$ cat src/inc/accel_fe_pkg.sv
// shared constants, register map and state types of the acceleration decimation front end
package accel_fe_pkg;
    // clock and modulator bit timing
    localparam int CLK_PERIOD_NS = 40;
    localparam int MOD_BIT_PERIOD_NS = 1000;
    localparam int MOD_DIV_CYCLES = MOD_BIT_PERIOD_NS / CLK_PERIOD_NS;
    localparam logic [4:0] MOD_DIV_LAST = 5'(MOD_DIV_CYCLES - 1);
    localparam logic [4:0] MOD_DIV_RESET = 5'h00;

    // sinc filter shape
    localparam int SINC_ORDER = 3;
    localparam int DECIM_FACTOR = 16;
    localparam logic [3:0] DECIM_LAST = 4'(DECIM_FACTOR - 1);
    localparam int WORD_W = 20;
    typedef logic signed [WORD_W-1:0] sample_t;
    localparam sample_t SAMPLE_ONE = 20'sh00001;
    localparam sample_t SINC_FULL_SCALE = 20'sh01000;

    // register byte addresses
    localparam logic [7:0] ADDR_CTRL = 8'h00;
    localparam logic [7:0] ADDR_STATUS = 8'h04;
    localparam logic [7:0] ADDR_DEFLECT = 8'h08;
    localparam logic [7:0] ADDR_SAMPLE = 8'h0c;

    // field positions
    localparam int CTRL_SELFTEST_BIT = 0;
    localparam int CTRL_PERIODIC_BIT = 1;
    localparam int CTRL_LOWRANGE_BIT = 2;
    localparam int STAT_ST_ACTIVE_BIT = 0;
    localparam int STAT_OVERRUN_BIT = 1;
    localparam int STAT_OUT_VALID_BIT = 2;

    // factory deflection code, 0x00 and 0xff are the two range ends
    localparam logic [7:0] DEFLECT_CODE_MIN = 8'h00;
    localparam logic [7:0] DEFLECT_CODE_MAX = 8'hff;
    localparam logic [7:0] DEFLECT_CODE_DEFAULT = 8'h80;

    typedef struct packed {
        logic low_range;
        logic periodic_collect_enable;
        logic selftest_request;
    } ctrl_t;
    localparam ctrl_t CTRL_RESET = 3'h0;

    typedef struct packed {
        logic valid;
        sample_t data;
    } sinc_out_t;

    typedef struct packed {
        logic [4:0] div_cnt;
        logic tick;
        logic mod_bit;
        ctrl_t ctrl;
        logic selftest_drive;
        logic overrun;
        logic push_valid;
        sample_t gained;
        sample_t last_sample;
        logic pready;
        logic pslverr;
        logic [31:0] prdata;
    } fe_state_t;
endpackage

$ cat src/sinc3_decimator.sv
// third order sinc decimator, one parallel word per sixteen modulator bits
`timescale 1ns/1ps
module sinc3_decimator (
    input wire logic clk_i,
    input wire logic rst_i,
    input wire logic bit_en_i,
    input wire logic bit_i,
    output accel_fe_pkg::sinc_out_t out_o
);
    import accel_fe_pkg::*;

    typedef struct packed {
        sample_t i1;
        sample_t i2;
        sample_t i3;
        sample_t d1;
        sample_t d2;
        sample_t d3;
        logic [3:0] cnt;
        sinc_out_t out;
    } sinc_state_t;

    sinc_state_t s;
    sinc_state_t next_s;
    sample_t x;
    sample_t c1;
    sample_t c2;
    sample_t c3;

    // integrators at bit rate, combs at word rate; wraparound is harmless in a sinc
    always_comb begin
        next_s = s;
        next_s.out.valid = 1'b0;
        x = bit_i ? SAMPLE_ONE : -SAMPLE_ONE; // bit as +1 / -1
        c1 = s.i3 - s.d1;
        c2 = c1 - s.d2;
        c3 = c2 - s.d3;
        if (bit_en_i) begin
            next_s.i1 = s.i1 + x;
            next_s.i2 = s.i2 + s.i1;
            next_s.i3 = s.i3 + s.i2;
            next_s.cnt = s.cnt + 4'h1;
            if (s.cnt == DECIM_LAST) begin
                // dc gain 16^3 = 4096 equals 1.0 with 12 fraction bits
                next_s.d1 = s.i3;
                next_s.d2 = c1;
                next_s.d3 = c2;
                next_s.out.data = c3;
                next_s.out.valid = 1'b1;
            end
        end
    end

    always_ff @(posedge clk_i) begin
        if (rst_i) begin
            s <= '0;
        end else begin
            s <= next_s;
        end
    end

    assign out_o = s.out;
endmodule

$ cat src/stream_skid_buffer.sv
// two-entry valid/ready buffer, output taken straight from the head register
`timescale 1ns/1ps
module stream_skid_buffer #(
    parameter int W = 20
) (
    input wire logic clk_i,
    input wire logic rst_i,
    input wire logic in_valid_i,
    input wire logic [W-1:0] in_data_i,
    output logic in_ready_o,
    output logic out_valid_o,
    output logic [W-1:0] out_data_o,
    input wire logic out_ready_i
);
    typedef struct packed {
        logic [W-1:0] head;
        logic [W-1:0] spare;
        logic head_valid;
        logic spare_valid;
    } buf_state_t;

    buf_state_t s;
    buf_state_t next_s;
    logic push;
    logic pop;

    // pop first, then place the pushed word in head or spare
    always_comb begin
        next_s = s;
        push = in_valid_i & ~s.spare_valid;
        pop = s.head_valid & out_ready_i;
        if (pop) begin
            if (s.spare_valid) begin
                next_s.head = s.spare;
                next_s.spare_valid = 1'b0;
            end else begin
                next_s.head_valid = 1'b0;
            end
        end
        if (push) begin
            if (!s.head_valid || (pop && !s.spare_valid)) begin
                next_s.head = in_data_i;
                next_s.head_valid = 1'b1;
            end else begin
                next_s.spare = in_data_i;
                next_s.spare_valid = 1'b1;
            end
        end
    end

    always_ff @(posedge clk_i) begin
        if (rst_i) begin
            s <= '0;
        end else begin
            s <= next_s;
        end
    end

    assign in_ready_o = ~s.spare_valid;
    assign out_valid_o = s.head_valid;
    assign out_data_o = s.head;
endmodule

$ cat src/accel_decimation_front_end.sv
// acceleration front end: modulator bit pacing, sinc decimation, gain, self-test gate, apb regs
//
// Summary of operation
// - modulator bitstream enters the signal processor
// - third order sinc, decimate by sixteen
// - sinc output words feed all later stages
// - each sinc word multiplied by one or two
// - gain follows the configured output range
// - self-test drives the proof mass deflection
// - self-test blocked while periodic collection enabled
// - factory deflection held as eight-bit code
//
// Local design decisions: the APB interface to the registers and the register offsets.
`timescale 1ns/1ps
module accel_decimation_front_end #(
    parameter logic [7:0] FACTORY_DEFLECTION = accel_fe_pkg::DEFLECT_CODE_DEFAULT
) (
    input wire logic MCLK_I,
    input wire logic RST_I,
    input wire logic SIGMA_DELTA_STREAM_I,
    output logic MOD_TICK_O,
    output logic SELFTEST_DRIVE_O,
    output logic SAMPLE_STROBE_O,
    output accel_fe_pkg::sample_t SAMPLE_DATA_O,
    output logic SAMPLE_VALID_O,
    input wire logic SAMPLE_READY_I,
    input wire logic PSEL_I,
    input wire logic PENABLE_I,
    input wire logic PWRITE_I,
    input wire logic [7:0] PADDR_I,
    input wire logic [31:0] PWDATA_I,
    output logic [31:0] PRDATA_O,
    output logic PREADY_O,
    output logic PSLVERR_O
);
    import accel_fe_pkg::*;

    fe_state_t s;
    fe_state_t next_s;
    sinc_out_t sinc_out;
    logic buf_in_ready;
    logic access;
    logic finish;
    logic mapped;
    logic [31:0] rd_word;
    logic overrun_clr;
    logic overrun_set;

    // decimation core: one bit per tick, one word per sixteen ticks
    sinc3_decimator u_sinc (
        .clk_i(MCLK_I),
        .rst_i(RST_I),
        .bit_en_i(s.tick),
        .bit_i(s.mod_bit),
        .out_o(sinc_out)
    );

    // two words of slack so a short receiver stall loses nothing
    stream_skid_buffer #(
        .W(WORD_W)
    ) u_buf (
        .clk_i(MCLK_I),
        .rst_i(RST_I),
        .in_valid_i(s.push_valid),
        .in_data_i(s.gained),
        .in_ready_o(buf_in_ready),
        .out_valid_o(SAMPLE_VALID_O),
        .out_data_o(SAMPLE_DATA_O),
        .out_ready_i(SAMPLE_READY_I)
    );

    // register read mux and address decode
    always_comb begin
        rd_word = 32'h0000_0000;
        mapped = 1'b1;
        case (PADDR_I)
            ADDR_CTRL: begin
                rd_word[CTRL_SELFTEST_BIT] = s.ctrl.selftest_request;
                rd_word[CTRL_PERIODIC_BIT] = s.ctrl.periodic_collect_enable;
                rd_word[CTRL_LOWRANGE_BIT] = s.ctrl.low_range;
            end
            ADDR_STATUS: begin
                rd_word[STAT_ST_ACTIVE_BIT] = s.selftest_drive;
                rd_word[STAT_OVERRUN_BIT] = s.overrun;
                rd_word[STAT_OUT_VALID_BIT] = SAMPLE_VALID_O;
            end
            ADDR_DEFLECT: begin
                rd_word[7:0] = FACTORY_DEFLECTION;
            end
            ADDR_SAMPLE: begin
                rd_word = {{(32 - WORD_W){s.last_sample[WORD_W-1]}}, s.last_sample};
            end
            default: begin
                mapped = 1'b0;
            end
        endcase
    end

    // next state of the whole block
    always_comb begin
        next_s = s;
        access = PSEL_I & PENABLE_I;
        finish = access & s.pready;
        overrun_clr = 1'b0;
        overrun_set = 1'b0;

        // bit pacing: 25 clocks per modulator bit at 25 MHz
        next_s.tick = 1'b0;
        if (s.div_cnt == MOD_DIV_LAST) begin
            next_s.div_cnt = MOD_DIV_RESET;
            next_s.tick = 1'b1;
            next_s.mod_bit = SIGMA_DELTA_STREAM_I;
        end else begin
            next_s.div_cnt = s.div_cnt + 5'h01;
        end

        // gain stage; range bit picks one or two
        next_s.push_valid = 1'b0;
        if (sinc_out.valid) begin
            if (s.ctrl.low_range) begin
                next_s.gained = sinc_out.data <<< 1;
            end else begin
                next_s.gained = sinc_out.data;
            end
            next_s.push_valid = 1'b1;
        end
        if (s.push_valid) begin
            next_s.last_sample = s.gained;
            // buffer full: the word is dropped and flagged, the sensor cannot wait
            overrun_set = ~buf_in_ready;
        end

        // apb: one wait state, write takes effect at the completing edge
        next_s.pready = access & ~s.pready;
        next_s.pslverr = 1'b0;
        if (access && !s.pready) begin
            next_s.prdata = rd_word;
            next_s.pslverr = ~mapped;
        end
        if (finish && PWRITE_I) begin
            case (PADDR_I)
                ADDR_CTRL: begin
                    next_s.ctrl.periodic_collect_enable = PWDATA_I[CTRL_PERIODIC_BIT];
                    next_s.ctrl.low_range = PWDATA_I[CTRL_LOWRANGE_BIT];
                    // a request made with collection on has no effect
                    next_s.ctrl.selftest_request = PWDATA_I[CTRL_SELFTEST_BIT]
                        & ~PWDATA_I[CTRL_PERIODIC_BIT];
                end
                ADDR_STATUS: begin
                    overrun_clr = PWDATA_I[STAT_OVERRUN_BIT];
                end
                default: begin
                end
            endcase
        end
        // set wins over a clear in the same cycle
        next_s.overrun = (s.overrun & ~overrun_clr) | overrun_set;

        // deflection voltage only while collection is off
        next_s.selftest_drive = s.ctrl.selftest_request & ~s.ctrl.periodic_collect_enable;
    end

    always_ff @(posedge MCLK_I) begin
        if (RST_I) begin
            s <= '0;
            s.ctrl <= CTRL_RESET;
            s.div_cnt <= MOD_DIV_RESET;
        end else begin
            s <= next_s;
        end
    end

    assign MOD_TICK_O = s.tick;
    assign SELFTEST_DRIVE_O = s.selftest_drive;
    assign SAMPLE_STROBE_O = s.push_valid;
    assign PRDATA_O = s.prdata;
    assign PREADY_O = s.pready;
    assign PSLVERR_O = s.pslverr;

    // helper: ticks seen since the last sinc word
    logic [4:0] ticks_seen;
    always_ff @(posedge MCLK_I) begin
        if (RST_I || sinc_out.valid) begin
            ticks_seen <= 5'h00;
        end else if (s.tick) begin
            ticks_seen <= ticks_seen + 5'h01;
        end
    end

    // helper: clocks since the previous gained word; the first word has no predecessor
    logic [8:0] since_strobe;
    logic strobe_seen;
    always_ff @(posedge MCLK_I) begin
        if (RST_I) begin
            since_strobe <= 9'h000;
            strobe_seen <= 1'b0;
        end else if (s.push_valid) begin
            since_strobe <= 9'h001;
            strobe_seen <= 1'b1;
        end else if (since_strobe != 9'h1ff) begin
            since_strobe <= since_strobe + 9'h001;
        end
    end
endmodule

$ cat config.mk
export PLATFORM = sky130hd
export DESIGN_NAME = accel_decimation_front_end
export DESIGN_NICKNAME = d
export VERILOG_FILES = /design/src/inc/accel_fe_pkg.sv /design/src/sinc3_decimator.sv /design/src/stream_skid_buffer.sv /design/src/accel_decimation_front_end.sv
export SDC_FILE = /design/constraint.sdc
export NUM_CORES = 1
export LEC_CHECK = 0
export ABC_AREA = 1
export BUFFER_PORTS_ARGS = -buffer_cell sky130_fd_sc_hd__buf_2
export CORE_ASPECT_RATIO = 1.5
export CORE_MARGIN = 5
export CORE_UTILIZATION = 51
export DETAILED_ROUTE_END_ITERATION = 16
export PLACE_DENSITY_LB_ADDON = 0.2
export SLEW_MARGIN = 20
export SYNTH_ARGS = -nofsm -noshare
export SYNTH_HDL_FRONTEND = slang
export SYNTH_SLANG_ARGS = --single-unit
export TNS_END_PERCENT = 30
$ cat constraint.sdc
create_clock -name MCLK_I -period 4.7 [get_ports MCLK_I]
set_input_delay 0.705 -clock MCLK_I [delete_from_list [all_inputs] [get_ports MCLK_I]]
set_output_delay 0.705 -clock MCLK_I [all_outputs]
set_load 0.05 [all_outputs]
==> results.py, run 1 <==
metrics = {
    "cts": {
        "cts.sinks": 262,
        "numCtsBuffers": 27,
        "root_buffer": "clkbuf_16",
        "cts_tree": "yes",
        "path_clk_slew_ns": 0.06,
        "cts_hold_buffers": 0,
        "insertion_delay_ns": 0.57,
        "cts_htree_levels": 1,
        "cts_max_path_buffers": 3,
    },
    "detailed_routing": {
        "avgViaCountPerCell": 5.327,
        "drc_errors": 0,
        "firstDrtPassIters": 5,
        "wl_per_cell_microns": 14.84,
        "vias": 14390,
        "dr_wl_met3_microns": 1209,
        "routed_wl_microns": 40090,
        "drtAntennaViolNets": 0,
        "highest_layer": "met4",
        "drtIter0Drc": 503,
        "wl_met2_microns": 22690,
        "m1WireLength_microns": 14050,
    },
    "yosys": {
        "synth_edf_count": 0,
        "yosys-top-cells-count": "nand2_1 (302), a21oi_1 (283), inv_1 (274)",
        "synth-main-ff-cell": "dfxtp_1",
        "yosysTopAreaCell": "dfxtp_1",
        "synth.yosys.warnings": 0,
        "ys_ff_latch": 262,
        "synth_area_sq_um": 15760,
        "synthTopCellsByArea": "dfxtp_1 (33%), ha_1 (9.2%), a21oi_1 (9.0%)",
        "synthCells": 2215,
        "ys_seq_area_share_pct": 33.28,
        "synth.most_common_cell": "nand2_1",
        "netlist.area_leader.share_pct": 33.28,
        "postSynthAreaPerCell_sq_um": 7.115,
        "async_flop_share_pct": 0,
        "yosysUniqueCellTypes": 48,
        "syn_nets": 2384,
    },
    "power_and_ir_drop": {
        "p_per_area_nw_per_um2": 264.4,
        "peakVddDrop_mv": 0.2594,
        "leakage_nw": 9.129,
    },
    "placement": {
        "hpwl_microns": 29610,
        "place_congestion": 0.8756,
        "port_buffers": 75,
    },
    "global_routing": {
        "antenna_found_initial": 0,
        "grt_use_total_pct": 22.50,
        "grt_max_degree": 77,
        "gr-total-overflow": 0,
        "grt_pass1_wl_microns": 65540,
        "grt_pass1_vias": 14170,
    },
    "cells_and_area": {
        "fin_nets": 2450,
        "drive_above_1_share_pct": 14.34,
        "fin_util_pct": 59.70,
        "antennaDiodeCount": 0,
        "synthToLayoutAreaGrowth_pct": 14.98,
    },
    "floorplanning": {
        "pin_count": 105,
        "start_util_pct": 51.93,
        "core_sq_um": 30350,
        "die_width_microns": 153.5,
        "die_h_microns": 225.3,
        "dieArea_sq_um": 34590,
        "rows": 78,
    },
    "sta": {
        "slew_headroom_pct": 38.46,
        "fin_crit_sh_pct": 95.97,
        "setup-tns-final_ns": 0,
        "max_freq_mhz": 221.7,
        "clock_skew_ns": 0.01669,
        "hold_viol_final": 0,
        "worst_pin_slew_ns": 0.9231,
        "setup-violations-final": 0,
        "period_needed_ns": 4.511,
        "rsz0062_at_grt": "yes",
        "finalMaxSlewViolations": 0,
    },
    "critical_path": {
        "worstPathRequired_ns": 5.15,
        "crit_fanout": 3,
        "cpMostUsedCell": "nand2_2",
        "cp.arrival_ns": 4.96,
        "timing_worst_setup_path_type": "reg -> reg",
        "path_buf_inv": 6,
        "crit_family": "simple AND/OR/NAND/NOR gates",
        "max_stage_delay_ns": 0.36,
        "endpoint_kind": "register",
        "start_kind": "register",
        "crit_slowest_cell": "fa_2",
    },
    "run": {
        "maxCapViolCount": 0,
    },
    "status": {
        "outcome": "finished clean",
    },
    "hold_path": {
        "hp-class": "in -> reg",
    },
}
worst paths after layout:
| path | start | endpoint | slack (ns) | depth (start not counted) |
|---|---|---|---|---|
| worst max-delay path | u_sinc.s[85] | u_sinc.out_o[18] | 0.19 | 31 |
| worst min-delay path | SIGMA_DELTA_STREAM_I | s[80] | 0.34 | 3 |
| worst max register to register | u_sinc.s[85] | u_sinc.out_o[18] | 0.19 | 31 |
| worst min register to register | s[78] | SELFTEST_DRIVE_O | 0.42 | 1 |
stage by stage:
stage                     area, sq um  power [mW]  cells  setup WS [ns]  hold slack (ns)
after floorplan                 15760       2.418   2215         0.5086           0.3982
after detailed placement        16590       2.439   2641        -0.1103           0.4095
after CTS                       17620       4.846   2691        0.02748           0.3164
final                           18120       4.791   2702         0.1895           0.3407
after global routing            18120       4.938   2702        -0.1380           0.3800
after global placement          16590       2.437   2641       -0.06203           0.4064
cell families (layout without fill, tap and decap cells):
kind of cell	after synthesis	after routing	share of synthesized area (%)
mux	20	20	1.270
flops	262	262	33.28
fa+ha+maj	122	122	9.971
compound gates	603	603	20.36
simple gates	702	702	18.75
buf+inv	414	501	11.20
xor+xnor	92	92	5.160
state kept, by name, indices dropped and copies added (netlist names):
name and count:
u_sinc.out_o 21, u_buf.out_data_o 20, u_buf.s 21, SELFTEST_DRIVE_O 1, s 50, SAMPLE_STROBE_O 1, PSLVERR_O 1, PRDATA_O 20
u_buf.out_valid_o 1, PREADY_O 1, MOD_TICK_O 1, u_sinc.s 124
worst register-to-register path: cells and delay by family (launching register included):
| kind | cells | cell delay, ns |
|---|---|---|
| and+or+nand+nor | 14 | 1.30 |
| AOI/OAI and AO/OA | 5 | 0.65 |
| xor gates and xnor gates | 2 | 0.32 |
| adders and majority gates | 4 | 1.20 |
| DFF | 1 | 0.33 |
| buffers and inverters | 6 | 0.59 |
cells in the final DEF (no fill, tap or decap), types with 7 or more instances in the layout:
cell and instances:
mux2i_1 20, xnor2_1 25, nand3_1 98, ha_4 9, a21oi_1 270, o211ai_1 10, nor2_1 224, nand2_1 284
clkbuf_16 27, inv_1 267, o21ai_0 233, o31ai_1 11, dfxtp_1 259, o21ai_1 15, ha_1 105, xor2_1 59
buf_2 74, nand2_2 20, buf_4 97, xor2_2 7, a21oi_2 14, a31oi_1 8, nand3_2 11, nand4_1 18
nor3_1 14
repair_timing:
item | 4_1_cts | 5_1_grt
buffers inserted | 0 | 11
endpoints found under the setup margin | 3 | 9
resized for setup | 10 | 88
pin swaps | 4 | 37
gates cloned | 0 | 0
layer usage:
metal  vias to the layer above  global-route usage, %
li1                       7450                      -
met2                       239                  46.83
met3                       122                  2.267
met1                      6583                  20.90
met4                         0                  11.94
met5                         -                      0
power breakdown:
| group | leakage (nW) | internal (mW) | switching [mW] | total, mW |
|---|---|---|---|---|
| combinational | 6.53 | 0.0304 | 0.118 | 0.149 |
| sequential | 2.11 | 2.23 | 0.00802 | 2.24 |
| clock | 0.485 | 1.43 | 0.970 | 2.40 |
final cells by class:
cell class,instances,area [sq um]
Clock buffer,31,710.7
Sequential cell,262,5249
Timing Repair Buffer,175,1144
Tap cell,400,500.5
Fill cell,2867,12230
Clock inverter,19,284.0
Inverter,276,1037
Multi-Input combinational cell,1539,9196
Power figures use the tool's default switching activity.
==> run 2: changes to the inputs <==
--- a/config.mk
+++ b/config.mk
@@ -11,6 +11,7 @@
 export CORE_MARGIN = 5
 export CORE_UTILIZATION = 51
 export DETAILED_ROUTE_END_ITERATION = 16
+export GPL_TIMING_DRIVEN = 0
 export PLACE_DENSITY_LB_ADDON = 0.2
 export SLEW_MARGIN = 20
 export SYNTH_ARGS = -nofsm -noshare
==> constraint.sdc (replaced) <==
create_clock -name MCLK_I -period 4.7 [get_ports MCLK_I]
set_input_delay 0.47 -clock MCLK_I [delete_from_list [all_inputs] [get_ports MCLK_I]]
set_output_delay 0.47 -clock MCLK_I [all_outputs]
set_load 0.05 [all_outputs]
==> run 2 against run 1 <==
Sequential share of layout area down 0.67 points. Hold slack worse by 0.17 ns. Via count up 3.2%. Global-route usage up 1.6 points. Die area unchanged. Final area up 2.5%. Cell count up 2.4%. Clock skew down 0.0045 ns. Clock power down 2%. Largest cell class unchanged.
==> results.py, run 2 (same netlist as run 1, synthesis figures left out) <==
metrics = {
    "placement": {
        "place_inst": 2690,
        "place_congestion": 0.9021,
        "port_buffers": 75,
        "place_area_sq_um": 16640,
        "hpwl_microns": 33720,
    },
    "cts": {
        "cts_tree": "yes",
        "cts.sinks": 262,
        "cts_hold_buffers": 0,
        "cts_max_path_buffers": 3,
        "root_buffer": "clkbuf_16",
        "numCtsBuffers": 27,
        "cts_htree_levels": 1,
        "insertion_delay_ns": 0.56,
        "path_clk_slew_ns": 0.07,
    },
    "sta": {
        "period_needed_ns": 4.560,
        "finalMaxSlewViolations": 0,
        "slew_headroom_pct": 44.01,
        "clock_skew_ns": 0.01220,
        "max_freq_mhz": 219.3,
        "hold_viol_final": 0,
        "fin_crit_sh_pct": 97.03,
        "holdWs_ns": 0.1664,
        "worst_pin_slew_ns": 0.8398,
        "setup-violations-final": 0,
    },
    "cells_and_area": {
        "synthToLayoutAreaGrowth_pct": 17.89,
        "antennaDiodeCount": 0,
        "largestRegisters": "u_sinc.s (124), s (50)",
        "top_register": "u_sinc.s",
        "final_common_cell": "nand2_1",
        "final_cell_mix": "nand2_1 (283), a21oi_1 (267), inv_1 (266)",
        "fin_util_pct": 61.21,
        "largest_register_ffs": 124,
        "fin_nets": 2516,
        "fin_area_sq_um": 18580,
        "fin_cells": 2768,
        "drive_above_1_share_pct": 14.78,
    },
    "critical_path": {
        "start_kind": "register",
        "cp.arrival_ns": 5.01,
        "endpoint_kind": "register",
        "crit_slowest_cell": "dfxtp_1",
        "worstSetupStartpoint": "u_sinc.s[95]",
        "r2r_start": "u_sinc.s[95]",
        "timing_worst_setup_path_type": "reg -> reg",
        "crit_fanout": 4,
        "max_stage_delay_ns": 0.45,
        "path_buf_inv": 6,
        "cpMostUsedCell": "inv_1",
        "worstPathRequired_ns": 5.15,
        "crit_family": "simple AND/OR/NAND/NOR gates",
    },
    "global_routing": {
        "grt_pass1_vias": 14050,
        "grt_max_degree": 23,
        "grt_use_total_pct": 24.06,
        "gr-total-overflow": 0,
        "grt_pass1_wl_microns": 69200,
        "antenna_found_initial": 0,
    },
    "run": {
        "maxCapViolCount": 0,
    },
    "detailed_routing": {
        "vias": 14860,
        "avgViaCountPerCell": 5.368,
        "wl_per_cell_microns": 15.85,
        "drtAntennaViolNets": 0,
        "drtIter0Drc": 779,
        "drc_errors": 0,
        "firstDrtPassIters": 5,
        "routed_wl_microns": 43870,
    },
    "floorplanning": {
        "die_width_microns": 153.5,
        "rows": 78,
        "dieArea_sq_um": 34590,
        "core_sq_um": 30350,
        "die_h_microns": 225.3,
        "start_util_pct": 51.93,
        "pin_count": 105,
    },
    "status": {
        "outcome": "finished clean",
    },
    "hold_path": {
        "hp-class": "in -> reg",
        "min_from": "SIGMA_DELTA_STREAM_I",
    },
    "power_and_ir_drop": {
        "p_per_area_nw_per_um2": 256.6,
        "leakage_nw": 9.216,
        "peakVddDrop_mv": 0.2801,
    },
}
==> run 2: cell count changes in the layout (fill, tap and decap cells not counted), moves of 6 or more <==
cell / change
buf_2: +7
buf_1: +9
buf_4: -15
ha_1: -13
xor2_1: -6
clkbuf_1: +67
ha_4: +10
==> run 2: per-stage QoR <==
stage	TNS (ns)	power, mW	worst slack [ns]
finish	0	4.768	0.1397
global route	-0.1893	4.917	-0.1383
CTS	0	4.815	0.001957
detailed placement	-1.282	2.476	-0.4786
global placement	-1.123	2.474	-0.4589
floorplan	0	2.418	0.5086
==> run 2: area by class of cell <==
cell class | count | area (sq um)
buffer | 138 | 729.5
clock buffer | 30 | 706.9
clock inverter | 20 | 265.3
fill | 2810 | 11770
inverter | 276 | 1041
multi-input combinational | 1539 | 9494
sequential | 262 | 5256
tap | 400 | 500.5
timing repair buffer | 103 | 585.6
==> run 2: power by group <==
part | internal, mW | total, mW | leakage (nW) | switching [mW]
logic | 0.0502 | 0.184 | 6.63 | 0.134
clock network | 1.38 | 2.34 | 0.465 | 0.968
registers | 2.23 | 2.24 | 2.12 | 0.00954
total | 3.66 | 4.77 | 9.22 | 1.11
==> run 2: per-layer routing <==
metal  wire length (microns)  share of wire [%]  GRT usage, %  vias to the layer above
li1                        -                  -             -                     7562
met1                   17170                 39         26.67                     6894
met2                   23050                 53         46.11                      289
met3                    1593                3.6         2.363                      114
met4                    2059                4.7         10.60                        0
met5                       0                  0             0                        -
==> run 2: repair_timing <==
item                       CTS  global route
setup endpoints to repair    5             8
gates resized for setup     30           119
pin swaps                   13            53
setup buffers                4            24
==> run 2: worst register-to-register path: cells and delay by family (launching register included) <==
kind                       cells  cell delay [ns]
AOI/OAI and AO/OA              5             0.99
xor gates and xnor gates       2             0.42
adders and majority gates      3             1.02
buffers and inverters          6             0.44
DFF                            1             0.45
and+or+nand+nor               11             1.17
==> run 2: worst paths after layout <==
check | slack, ns | to | depth (start not counted)
hold / removal | 0.17 | s[80] | 3
setup / recovery | 0.14 | u_sinc.out_o[19] | 27
setup reg to reg | 0.14 | u_sinc.out_o[19] | 27
hold reg to reg | 0.43 | SELFTEST_DRIVE_O | 1
==> run 3: changes to the inputs <==
==> constraint.sdc (replaced) <==
create_clock -name MCLK_I -period 3.8 [get_ports MCLK_I]
set_input_delay 1.14 -clock MCLK_I [delete_from_list [all_inputs] [get_ports MCLK_I]]
set_output_delay 1.14 -clock MCLK_I [all_outputs]
set_load 0.05 [all_outputs]
==> run 3 against run 2 <==
The run now ends with negative setup slack left. Hold slack better by 0.27 ns. Critical path depth up 1. First-iteration DRC count is 1.9% higher.
==> results.py, run 3 (same netlist as run 1, synthesis figures left out) <==
metrics = {
    "power_and_ir_drop": {
        "leakage_nw": 9.291,
        "p_per_area_nw_per_um2": 307.2,
        "peakVddDrop_mv": 0.3998,
        "finalPower_mw": 5.777,
    },
    "cells_and_area": {
        "ff_latch_area_sq_um": 5259,
        "num-fill-cells": 2709,
        "largest_register_ffs": 124,
        "antennaDiodeCount": 0,
        "fin_nets": 2529,
        "final_common_cell": "nand2_1",
        "final_cell_mix": "nand2_1 (277), inv_1 (266), a21oi_1 (264)",
        "drive_above_1_share_pct": 16.10,
        "largestRegisters": "u_sinc.s (124), s (50)",
        "top_register": "u_sinc.s",
        "multi_input_area_sq_um": 9658,
        "synthToLayoutAreaGrowth_pct": 19.31,
    },
    "floorplanning": {
        "die_h_microns": 225.3,
        "core_sq_um": 30350,
        "rows": 78,
        "dieArea_sq_um": 34590,
        "pin_count": 105,
        "die_width_microns": 153.5,
        "start_util_pct": 51.93,
    },
    "global_routing": {
        "grt_use_total_pct": 24.45,
        "grt_pass1_vias": 14460,
        "met3_usage_pct": 2.325,
        "grtUsageMet1_pct": 27.01,
        "grt_max_degree": 23,
        "grt_pass1_wl_microns": 70640,
        "busiest_layer": "met2",
        "gr-total-overflow": 0,
        "antenna_found_initial": 0,
        "grtUsageMet2_pct": 47.23,
    },
    "cts": {
        "root_buffer": "clkbuf_16",
        "numCtsBuffers": 27,
        "cts_tree": "yes",
        "insertion_delay_ns": 0.56,
        "cts_hold_buffers": 0,
        "path_clk_slew_ns": 0.07,
        "cts_htree_levels": 1,
        "cts_max_path_buffers": 3,
        "cts.sinks": 262,
    },
    "placement": {
        "place_congestion": 0.9332,
        "port_buffers": 75,
        "hpwl_microns": 33630,
        "dp_slack_ns": -1.363,
    },
    "sta": {
        "fin_ws_ns": -0.7215,
        "setup-violations-final": 12,
        "finalMaxSlewViolations": 0,
        "holdWs_ns": 0.4364,
        "fin_crit_sh_pct": 119.0,
        "max_freq_mhz": 221.2,
        "slew_headroom_pct": 41.90,
        "period_needed_ns": 4.521,
        "worst_pin_slew_ns": 0.8714,
        "clock_skew_ns": 0.02729,
        "rsz0062_at_grt": "yes",
        "hold_viol_final": 0,
    },
    "detailed_routing": {
        "vias": 15000,
        "avgViaCountPerCell": 5.396,
        "drtIter0Drc": 794,
        "wl_per_cell_microns": 16.06,
        "drc_errors": 0,
        "drtAntennaViolNets": 0,
        "firstDrtPassIters": 6,
        "routed_wl_microns": 44630,
    },
    "critical_path": {
        "cp.arrival_ns": 4.97,
        "worstPathRequired_ns": 4.25,
        "timing_worst_setup_path_type": "reg -> reg",
        "endpoint_kind": "register",
        "max_stage_delay_ns": 0.37,
        "start_kind": "register",
        "crit_slowest_cell": "dfxtp_4",
        "crit_fanout": 6,
    },
    "status": {
        "outcome": "finished with violations",
        "violations": "negative setup slack",
    },
    "hold_path": {
        "hp-class": "reg -> reg",
    },
    "run": {
        "maxCapViolCount": 0,
    },
}
==> run 3: worst paths after layout <==
path                                    from               end  slack, ns  cells past startpoint
worst max-delay path            u_sinc.s[87]  u_sinc.out_o[19]      -0.72                     28
worst min-delay path                   s[78]  SELFTEST_DRIVE_O       0.44                      1
worst min register to register         s[78]  SELFTEST_DRIVE_O       0.44                      1
worst max register to register  u_sinc.s[87]  u_sinc.out_o[19]      -0.72                     28
==> run 3: worst max-delay path, delay by kind of cell, from the launching register on <==
family,cells,cell delay [ns]
AND/OR/NAND/NOR,11,1.26
AO/OA/AOI/OAI,6,1.04
adder cells (fa/ha/maj),3,0.87
buffers and inverters,6,0.54
flip-flops,1,0.37
XOR/XNOR,2,0.29
==> run 3: what timing repair did <==
action | CTS | global route
setup buffers | 27 | 15
pin swaps | 30 | 59
setup endpoints to repair | 15 | 16
gates resized for setup | 80 | 82
==> run 3: metal layers <==
layer,vias up,wire length [microns]
li1,7588,-
met1,6965,17350
met2,342,23680
met3,100,1690
met4,0,1916
met5,-,0
==> run 3: layout make-up <==
type | instances | area share (%)
plain buffers | 138 | 3.879
clock buffers | 38 | 4.186
clock inverters | 10 | 0.7054
inverters | 276 | 5.523
multi-input cells | 1539 | 51.36
flip-flops and latches | 262 | 27.97
well taps | 400 | 2.662
repair buffers | 116 | 3.713
==> run 3: metrics by stage <==
step                TNS (ns)  area [sq um]  util [%]  instances
detailed placement    -7.789         16730     55.13       2690
finish                -5.139         18800     61.95       2779
global route          -7.950         18800     61.95       2779
global placement      -7.246         16730     55.13       2690
floorplan            -0.5185         15860         -       2215
CTS                   -4.959         18250     60.12       2765
==> run 3: report_power, final <==
part / switching [mW] / internal (mW)
Sequential: 0.0113 / 2.76
Combinational: 0.167 / 0.0623
Clock: 1.14 / 1.64
Total: 1.31 / 4.46
